### src/inc/vsf_regs.svh
`ifndef VSF_REGS_SVH
`define VSF_REGS_SVH

// ****************************************
// clock and timing figures
// ****************************************
`define VSF_CLK_KHZ          125000
`define VSF_SS_TIME_MS       12
`define VSF_SS_STEPS         4
`define VSF_EVAL_TIME_MS     48
`define VSF_TOFF_MAX_US      45
`define VSF_RS_SHORT_NS      1000
`define VSF_RS_LONG_NS       2500
`define VSF_OVP_BLANK_NS     2000

// ****************************************
// derived cycle counts
// ****************************************
`define VSF_SS_STEP_CYC   ((`VSF_SS_TIME_MS * `VSF_CLK_KHZ) / `VSF_SS_STEPS)
`define VSF_EVAL_CYC      (`VSF_EVAL_TIME_MS * `VSF_CLK_KHZ)
`define VSF_TOFF_MAX_CYC  ((`VSF_TOFF_MAX_US * `VSF_CLK_KHZ) / 1000)
`define VSF_RS_SHORT_CYC  ((`VSF_RS_SHORT_NS * `VSF_CLK_KHZ + 999999) / 1000000)
`define VSF_RS_LONG_CYC   ((`VSF_RS_LONG_NS * `VSF_CLK_KHZ + 999999) / 1000000)
`define VSF_OVP_BLANK_CYC ((`VSF_OVP_BLANK_NS * `VSF_CLK_KHZ + 999999) / 1000000)

// ****************************************
// counter limits and levels
// ****************************************
`define VSF_UD_MIN        3'h1
`define VSF_UD_MAX        3'h7
`define VSF_VC_MAX        3'h7
`define VSF_SS_LAST_STEP  2'h3
// current-sense peak limit in mV: 320, step 227, final 1000
`define VSF_CS_START_MV   10'h140
`define VSF_CS_STEP_MV    10'h0E3
`define VSF_CS_FINAL_MV   10'h3E8

`endif

### src/inc/vsf_pkg.sv
package vsf_pkg;

   // ****************************************
   // operating phases
   // ****************************************
   typedef enum logic [1:0] {
      ST_PRECHARGE,
      ST_SOFT_START,
      ST_RUN,
      ST_LATCHED
   } phase_t;

   // feedback comparator results
   typedef struct packed {
      logic above_reset;
      logic above_down;
      logic above_up;
   } fb_cmp_t;

   // valley-sense comparator results
   typedef struct packed {
      logic above_ring_sel;
      logic above_ovp;
      logic above_detect;
   } vs_cmp_t;

endpackage

### src/logic/valley_counter.sv
`timescale 1ns/1ps
`default_nettype none

`include "vsf_regs.svh"

module valley_counter
   import vsf_pkg::*;
(
   input  wire logic       sys_clk,
   input  wire logic       srst,
   input  wire logic       gate_high,
   input  wire logic       above_detect,
   output logic [2:0]      valley_count_r
);

   logic       detect_prev_r;
   logic       detect_prev_nxt;
   logic [2:0] count_nxt;
   logic       falling;

   // ****************************************
   // crossing count
   // ****************************************
   assign falling = detect_prev_r & ~above_detect;

   // clear while driven, count falling crossings while off
   always_comb begin
      detect_prev_nxt = above_detect;
      count_nxt       = valley_count_r;
      if (gate_high) begin
         count_nxt = 3'h0;
      end else if (falling && valley_count_r != `VSF_VC_MAX) begin
         count_nxt = valley_count_r + 3'h1;
      end
   end

   always_ff @(posedge sys_clk) begin
      if (srst) begin
         detect_prev_r  <= 1'b0;
         valley_count_r <= 3'h0;
      end else begin
         detect_prev_r  <= detect_prev_nxt;
         valley_count_r <= count_nxt;
      end
   end
endmodule

`default_nettype wire

### src/logic/valley_switch_frequency_reduction.sv
`timescale 1ns/1ps
`default_nettype none

`include "vsf_regs.svh"

module valley_switch_frequency_reduction
   import vsf_pkg::*;
#(
   parameter int unsigned SS_STEP_CYC   = `VSF_SS_STEP_CYC,
   parameter int unsigned EVAL_CYC      = `VSF_EVAL_CYC,
   parameter int unsigned TOFF_MAX_CYC  = `VSF_TOFF_MAX_CYC,
   parameter int unsigned RS_SHORT_CYC  = `VSF_RS_SHORT_CYC,
   parameter int unsigned RS_LONG_CYC   = `VSF_RS_LONG_CYC,
   parameter int unsigned OVP_BLANK_CYC = `VSF_OVP_BLANK_CYC
) (
   input  wire logic       sys_clk,
   input  wire logic       srst,
   input  wire logic       supply_above_on,
   input  wire fb_cmp_t    fb_cmp,
   input  wire vs_cmp_t    vs_cmp,
   input  wire logic       switch_off_req,
   input  wire logic [1:0] line_level,
   output logic            hv_charger_en_r,
   output logic            soft_start_active_r,
   output logic [9:0]      cs_limit_mv_r,
   output logic [2:0]      updown_count_r,
   output logic [1:0]      fb_thr_sel_r,
   output logic            gate_drive_r,
   output logic            latched_off_r
);

   // ****************************************
   // declarations
   // ****************************************
   phase_t      phase_r;
   phase_t      phase_nxt;
   logic [31:0] ss_cnt_r;
   logic [31:0] ss_cnt_nxt;
   logic [1:0]  ss_step_r;
   logic [1:0]  ss_step_nxt;
   logic [31:0] eval_cnt_r;
   logic [31:0] eval_cnt_nxt;
   fb_cmp_t     flags_r;
   fb_cmp_t     flags_nxt;
   fb_cmp_t     seen;
   logic [2:0]  ud_nxt;
   logic [31:0] rs_cnt_r;
   logic [31:0] rs_cnt_nxt;
   logic [31:0] off_cnt_r;
   logic [31:0] off_cnt_nxt;
   logic [31:0] ovp_cnt_r;
   logic [31:0] ovp_cnt_nxt;
   logic        gate_nxt;
   logic [2:0]  valley_count;
   logic        running;
   logic        eval_end;
   logic        valley_ok;
   logic        off_max;
   logic        ovp_trip;

   // peak limit for a soft-start step
   function automatic logic [9:0] cs_level(input phase_t ph, input logic [1:0] step);
      logic [9:0] lvl;
      lvl = `VSF_CS_START_MV + 10'(step) * `VSF_CS_STEP_MV;
      if (ph == ST_RUN || step == `VSF_SS_LAST_STEP) begin
         lvl = `VSF_CS_FINAL_MV;
      end
      return lvl;
   endfunction

   // ****************************************
   // shared conditions
   // ****************************************
   assign running   = (phase_r == ST_SOFT_START) || (phase_r == ST_RUN);
   assign eval_end  = running && (eval_cnt_r == EVAL_CYC - 1);
   assign seen      = flags_r | fb_cmp;
   assign valley_ok = (rs_cnt_r == 32'h0) && (valley_count >= updown_count_r);
   assign off_max   = (off_cnt_r == TOFF_MAX_CYC - 1);
   assign ovp_trip  = running && !gate_drive_r && vs_cmp.above_ovp
                      && (ovp_cnt_r == OVP_BLANK_CYC - 1);

   // ****************************************
   // start-up and soft-start
   // ****************************************
   // phase sequencing and step timer
   always_comb begin
      phase_nxt   = phase_r;
      ss_cnt_nxt  = ss_cnt_r;
      ss_step_nxt = ss_step_r;
      case (phase_r)
         ST_PRECHARGE: begin
            if (supply_above_on) begin
               phase_nxt   = ST_SOFT_START;
               ss_cnt_nxt  = 32'h0;
               ss_step_nxt = 2'h0;
            end
         end
         ST_SOFT_START: begin
            if (ss_cnt_r == SS_STEP_CYC - 1) begin
               ss_cnt_nxt = 32'h0;
               if (ss_step_r == `VSF_SS_LAST_STEP) begin
                  phase_nxt = ST_RUN;
               end else begin
                  ss_step_nxt = ss_step_r + 2'h1;
               end
            end else begin
               ss_cnt_nxt = ss_cnt_r + 32'h1;
            end
         end
         ST_RUN: begin
            ss_cnt_nxt = 32'h0;
         end
         ST_LATCHED: begin
            ss_cnt_nxt = 32'h0;
         end
         default: begin
            phase_nxt = ST_PRECHARGE;
         end
      endcase
      if (ovp_trip) begin
         phase_nxt = ST_LATCHED;
      end
   end

   always_ff @(posedge sys_clk) begin
      if (srst) begin
         phase_r             <= ST_PRECHARGE;
         ss_cnt_r            <= 32'h0;
         ss_step_r           <= 2'h0;
         hv_charger_en_r     <= 1'b1;
         soft_start_active_r <= 1'b0;
         cs_limit_mv_r       <= `VSF_CS_START_MV;
         latched_off_r       <= 1'b0;
         fb_thr_sel_r        <= 2'h0;
      end else begin
         phase_r             <= phase_nxt;
         ss_cnt_r            <= ss_cnt_nxt;
         ss_step_r           <= ss_step_nxt;
         hv_charger_en_r     <= (phase_nxt == ST_PRECHARGE);
         soft_start_active_r <= (phase_nxt == ST_SOFT_START);
         cs_limit_mv_r       <= cs_level(phase_nxt, ss_step_nxt);
         latched_off_r       <= (phase_nxt == ST_LATCHED);
         fb_thr_sel_r        <= line_level;
      end
   end

   // ****************************************
   // up/down counter
   // ****************************************
   // period timer, sticky flags and counter update
   always_comb begin
      ud_nxt       = updown_count_r;
      eval_cnt_nxt = eval_cnt_r + 32'h1;
      flags_nxt    = seen;
      if (!running) begin
         eval_cnt_nxt = 32'h0;
         flags_nxt    = fb_cmp_t'(3'h0);
         if (phase_r == ST_PRECHARGE) begin
            ud_nxt = `VSF_UD_MIN;
         end
      end else if (eval_end) begin
         eval_cnt_nxt = 32'h0;
         flags_nxt    = fb_cmp_t'(3'h0);
         if (seen.above_reset) begin
            ud_nxt = `VSF_UD_MIN;
         end else if (seen.above_down) begin
            if (updown_count_r > `VSF_UD_MIN) begin
               ud_nxt = updown_count_r - 3'h1;
            end
         end else if (!seen.above_up) begin
            if (updown_count_r < `VSF_UD_MAX) begin
               ud_nxt = updown_count_r + 3'h1;
            end
         end
         // above up only: value kept
      end
   end

   always_ff @(posedge sys_clk) begin
      if (srst) begin
         updown_count_r <= `VSF_UD_MIN;
         eval_cnt_r     <= 32'h0;
         flags_r        <= fb_cmp_t'(3'h0);
      end else begin
         updown_count_r <= ud_nxt;
         eval_cnt_r     <= eval_cnt_nxt;
         flags_r        <= flags_nxt;
      end
   end

   // ****************************************
   // valley counting
   // ****************************************
   valley_counter u_valley_counter (
      .sys_clk        (sys_clk),
      .srst           (srst),
      .gate_high      (gate_drive_r),
      .above_detect   (vs_cmp.above_detect),
      .valley_count_r (valley_count)
   );

   // ****************************************
   // switch-on control and protection
   // ****************************************
   // gate state, ring suppression, off-time and overvoltage timers
   always_comb begin
      gate_nxt    = gate_drive_r;
      rs_cnt_nxt  = (rs_cnt_r != 32'h0) ? rs_cnt_r - 32'h1 : 32'h0;
      off_cnt_nxt = 32'h0;
      ovp_cnt_nxt = 32'h0;
      if (!running || ovp_trip) begin
         gate_nxt   = 1'b0;
         rs_cnt_nxt = 32'h0;
      end else if (gate_drive_r) begin
         if (switch_off_req) begin
            gate_nxt   = 1'b0;
            rs_cnt_nxt = vs_cmp.above_ring_sel ? RS_SHORT_CYC : RS_LONG_CYC;
         end
      end else begin
         off_cnt_nxt = off_cnt_r + 32'h1;
         if (vs_cmp.above_ovp) begin
            ovp_cnt_nxt = ovp_cnt_r + 32'h1;
         end
         if (valley_ok || off_max) begin
            gate_nxt    = 1'b1;
            off_cnt_nxt = 32'h0;
         end
      end
   end

   always_ff @(posedge sys_clk) begin
      if (srst) begin
         gate_drive_r <= 1'b0;
         rs_cnt_r     <= 32'h0;
         off_cnt_r    <= 32'h0;
         ovp_cnt_r    <= 32'h0;
      end else begin
         gate_drive_r <= gate_nxt;
         rs_cnt_r     <= rs_cnt_nxt;
         off_cnt_r    <= off_cnt_nxt;
         ovp_cnt_r    <= ovp_cnt_nxt;
      end
   end
endmodule

`default_nettype wire

### config.mk
export PLATFORM = sky130hd
export DESIGN_NAME = valley_switch_frequency_reduction
export DESIGN_NICKNAME = d
export VERILOG_FILES = /design/src/inc/vsf_pkg.sv /design/src/logic/valley_counter.sv /design/src/logic/valley_switch_frequency_reduction.sv
export VERILOG_INCLUDE_DIRS = /design/src /design/src/inc
export SDC_FILE = /design/constraint.sdc
export NUM_CORES = 1
export LEC_CHECK = 0
export BUFFER_PORTS_ARGS = -buffer_cell sky130_fd_sc_hd__buf_2
export CAP_MARGIN = 10
export CORE_UTILIZATION = 25
export CTS_CLUSTER_DIAMETER = 50
export CTS_CLUSTER_SIZE = 25
export DETAILED_ROUTE_END_ITERATION = 16
export PLACE_DENSITY_LB_ADDON = 0.2
export SKIP_LAST_GASP = 1
export SYNTH_ARGS = -nofsm -noshare
export SYNTH_HDL_FRONTEND = slang
export SYNTH_HIERARCHICAL = 1
export SYNTH_SLANG_ARGS = --single-unit
### constraint.sdc
create_clock -name sys_clk -period 4.2 [get_ports sys_clk]
set_clock_uncertainty 0.1 [all_clocks]
set_input_delay 0.21 -clock sys_clk [delete_from_list [all_inputs] [get_ports sys_clk]]
set_output_delay 0.21 -clock sys_clk [all_outputs]
set_load 0.02 [all_outputs]
==> run summary <==
The power density over the cells came out at 578 mW/mm2. In the final layout, the share of cells above drive strength 1 is under 10%. The worst hold-check path type is in -> reg. The worst register-to-register path begins at phase_r[0]. The run finished with clean final reports.

The remaining antenna violation count is 0. The post-synth design cell area is around 0.0085 mm2. After clock tree synthesis, the repair step resized 0 gates.

During I/O placement, the number of pins put on the boundary was 31. The compound-gate portion of the synthesized area came out at 3.85%. The detailed router placed approximately 6,600 vias in this run. Synthesis instantiated 55 different standard cells from the library. The synthesized netlist devotes approximately 3.1% of its cell area to adder and majority cells. By instance count, the leading cell after synthesis is sky130_fd_sc_hd__nor2_1.

Counting cells, the worst reg-to-reg path comes to 7. The vertical die dimension is approximately 190 um. The detailed placer's ending HPWL came out at 12.5 mm. Of all flip-flops after synthesis, the portion carrying an async set or reset was 0%. Global routing used between 10% and 20% of the available tracks. The proportion of synthesized chip area in sequential cells is between 40 and 50%. The synthesized netlist devotes a little under a third of its cell area to simple gates. Across all register-to-register paths, the minimum setup slack is 1.09 ns. The part of the cycle the worst path needs is between 70% and 80%.

In this run the tightest slew margin relative to its limit is a little under half. The number of max-slew violations in the final report is 0. The relative area change from synthesis to final layout came out at 15.5%. The number of antenna violations at the first check in global routing is 0. The aggregate routed wire length came out at between 15 and 20 mm. The floorplan row count is 67. The average cell area after synthesis is between 8 and 9 um2. The H-tree generated during clock tree synthesis spans 4 levels. The critical path is of the reg -> reg type. The number of synthesized flops with an enable pin came out at 0.

At the later pin of the worst-skew pair, clock insertion delay measures between 0.4 and 0.5 ns. The critical-path maximum fanout is 32. Buffers inserted during clock tree synthesis total 17. The synthesized flop and latch total is between 150 and 200. The first-pass GRT wire length is approximately 30 mm. The wire length per cell came out at ~12 um.

The worst register-to-register path ends at ovp_cnt_r[9]. The final number of setup-violating endpoints is 0. The number of max-cap violations is 0.

Entering global routing, the biggest net connects 36 pins. The initial core utilization is approximately a quarter. For this design the static power due to leakage is around 3.4 nW. The worst-margin pin slew is approximately 0.8 ns.

Setup total negative slack on the finished layout was measured at 0 ns. The cell area after placement is 0.00915 mm2. TritonCTS built the clock tree. For this run, the leading register cell type out of synthesis is sky130_fd_sc_hd__dfxtp_1. The number of remaining DRC errors is 0.

By count the netlist is led by sky130_fd_sc_hd__nor2_1, sky130_fd_sc_hd__dfxtp_1, sky130_fd_sc_hd__xnor2_1, sky130_fd_sc_hd__nand2_1, sky130_fd_sc_hd__xor2_1. The post-synthesis xor/xnor area fraction is roughly 14%. Summed over all layers, the global routing overflow is 0.

The total die area came out at roughly 0.035 mm2. At the end of routability-driven placement, the weighted congestion stood at between 0.7 and 0.8. The post-synthesis mux area share is less than 1%. In the synthesized netlist, the number of instances is between 900 and 1,000. The number of nets handed over by synthesis was 1,029. By area, the combinational part of the netlist is dominated by simple AND/OR/NAND/NOR gates.

The required time of the critical path is 4.41 ns. STA classifies the critical path startpoint as a register. The net count of the finished layout is around 1,100.

The count of routing violations after the opening detailed-route iteration came out at ~350. The first-pass detailed-route iteration total is 4. Counting instances, the worst hold path has a depth of 4. Clock-pin slew was measured on the worst setup and hold paths at approximately 0.080 ns. The longest clock path from root to sink contains 2 buffers. The number of hold-slack violations in the final timing report was 0. The destination of the worst hold path is ss_cnt_r[1]. In the post-synthesis netlist, the biggest area contributors are sky130_fd_sc_hd__dfxtp_1, sky130_fd_sc_hd__nor2_1, sky130_fd_sc_hd__xnor2_1. The antenna diode count is 0. The count of yosys warnings during synthesis came out at 6. For this run, the top clock speed supported by timing is 321 MHz. The number of port buffers came out at 29. The peak supply drop came out at roughly 0.32 mV. The TritonCTS sink count is between 150 and 200.

The worst hold path begins at supply_above_on. Once layout is done, the placed cells without fillers occupy about 0.01 mm2. The number of global-route vias before repair is ~6,300. In this run the clock root is driven by a sky130_fd_sc_hd__clkbuf_16. Subtracting the final worst setup slack from the clock period gives ~3.1 ns. The biggest area contributor in the post-synthesis netlist is sky130_fd_sc_hd__dfxtp_1. Dividing the detail-routed via count by the number of cells gives between 4 and 5. STA classifies the critical path endpoint as a register. For the worst setup path, the data arrival time is ~3.3 ns.

The top cell type's share of synthesized area came out at between 40% and 50%. From left edge to right edge, the die measures between 150 and 200 um. Setup repair after global routing left no endpoint under its margin.

The core area is around 0.034 mm2.
[layout make-up]
type	instances	area (um2)
Clock inverter	15	195
Clock buffer	17	425
Inverter	32	120
Fill cell	3631	23700
Sequential cell	188	3760
Timing Repair Buffer	42	265
Multi-Input combinational cell	753	4530
Tap cell	448	561
[per-layer routing]
layer,track usage (%),routed length [um],vias to the layer above
li1,-,-,3453
met1,14.4,9370,3048
met2,17.0,7870,58
met3,2.29,493,14
met4,4.16,227,0
met5,0,0,-
[flip-flops by register name (all words and copies together) (netlist names), 3 cells and up]
signal / count
ovp_cnt_r: 32
updown_count_r: 3
flags_r: 3
u_valley_counter/valley_count_r: 3
eval_cnt_r: 32
ss_cnt_r: 32
cs_limit_mv_r: 8
rs_cnt_r: 32
off_cnt_r: 32
[power breakdown]
group / total, mW / internal [mW] / leakage, nW / switching [mW]
Combinational: 1.97 / 0.850 / 1.56 / 1.12
Clock: 1.71 / 0.913 / 0.306 / 0.792
Sequential: 2.03 / 1.91 / 1.52 / 0.114
Total: 5.70 / 3.68 / 3.39 / 2.03
[logic make-up after synthesis]
| group | count (synthesis) |
|---|---|
| DFF | 188 |
| adders and majority gates | 21 |
| other | 1 |
| muxes | 4 |
| AOI/OAI and AO/OA | 53 |
| and+or+nand+nor | 533 |
| xor gates and xnor gates | 141 |
| buffers and inverters | 55 |
[worst max-delay path, cell delays in order (launching register included)]
cell                       delay [ns]
sky130_fd_sc_hd__dfxtp_1         0.37
sky130_fd_sc_hd__inv_1           0.07
sky130_fd_sc_hd__ha_1            0.43
sky130_fd_sc_hd__nand4_1         0.13
sky130_fd_sc_hd__nor4_1          0.68
sky130_fd_sc_hd__nand3b_1        0.43
sky130_fd_sc_hd__or3b_2          0.64
sky130_fd_sc_hd__nor2_1          0.12
[timing repair]
item	in CTS	in global routing
hold endpoints to repair	8	0
buffers inserted	0	0
endpoints found under the setup margin	0	0
hold buffers	9	0
[metrics by stage]
step           power, mW  setup slack (ns)  hold WS, ns  utilization (%)  instances
2_1_floorplan       3.73              1.76        0.182                -        996
3_3_place_gp        4.06              1.13        0.326             27.3       1454
3_5_place_dp        4.04              1.02        0.336             27.3       1454
4_1_cts             5.80             0.990        0.113             29.4       1495
5_1_grt             6.15             0.767        0.132             29.4       1495
6_report            5.70              1.09        0.120             29.4       1495
[cells in the final DEF, fill, tap and decap left out, types with 3 or more instances in the layout]
| cell | Yosys | final |
|---|---|---|
| sky130_fd_sc_hd__nor2_1 | 223 | 223 |
| sky130_fd_sc_hd__dfxtp_1 | 188 | 188 |
| sky130_fd_sc_hd__xnor2_1 | 76 | 76 |
| sky130_fd_sc_hd__nand2_1 | 68 | 68 |
| sky130_fd_sc_hd__xor2_1 | 65 | 65 |
| sky130_fd_sc_hd__nand3_1 | 53 | 53 |
| sky130_fd_sc_hd__nand4_1 | 33 | 33 |
| sky130_fd_sc_hd__inv_1 | 31 | 31 |
| sky130_fd_sc_hd__buf_2 | 1 | 29 |
| sky130_fd_sc_hd__nor3_1 | 27 | 27 |
| sky130_fd_sc_hd__and3_1 | 25 | 25 |
| sky130_fd_sc_hd__a21oi_1 | 22 | 22 |
| sky130_fd_sc_hd__nor4_1 | 21 | 21 |
| sky130_fd_sc_hd__ha_1 | 21 | 21 |
| sky130_fd_sc_hd__clkbuf_16 | 0 | 17 |
| sky130_fd_sc_hd__and4_1 | 14 | 14 |
| sky130_fd_sc_hd__nor4b_1 | 11 | 11 |
| sky130_fd_sc_hd__or3_1 | 11 | 11 |
| sky130_fd_sc_hd__nor2b_1 | 10 | 10 |
| sky130_fd_sc_hd__nor3b_1 | 9 | 9 |
| sky130_fd_sc_hd__dlygate4sd3_1 | 0 | 9 |
| sky130_fd_sc_hd__o21ai_0 | 8 | 8 |
| sky130_fd_sc_hd__and2_1 | 6 | 6 |
| sky130_fd_sc_hd__nand2b_1 | 5 | 5 |
| sky130_fd_sc_hd__inv_6 | 0 | 5 |
| sky130_fd_sc_hd__nand3b_1 | 4 | 4 |
| sky130_fd_sc_hd__a21o_1 | 4 | 4 |
| sky130_fd_sc_hd__mux2_2 | 4 | 4 |
| sky130_fd_sc_hd__inv_8 | 0 | 4 |
| sky130_fd_sc_hd__buf_4 | 5 | 4 |
| sky130_fd_sc_hd__a211oi_1 | 3 | 3 |
[worst max-delay path by stage]
| stage | start | endpoint | slack [ns] | depth (start not counted) |
|---|---|---|---|---|
| finish | phase_r[0] | ovp_cnt_r[9] | 1.09 | 7 |
| global route | phase_r[0] | off_cnt_r[18] | 0.77 | 7 |
| CTS | phase_r[0] | ovp_cnt_r[15] | 0.99 | 7 |
| detailed placement | phase_r[0] | ovp_cnt_r[23] | 1.02 | 7 |
| global placement | phase_r[0] | ovp_cnt_r[2] | 1.13 | 7 |
| floorplan | phase_r[0] | rs_cnt_r[22] | 1.76 | 11 |
Note: power is estimated with default switching activity, not from simulation.
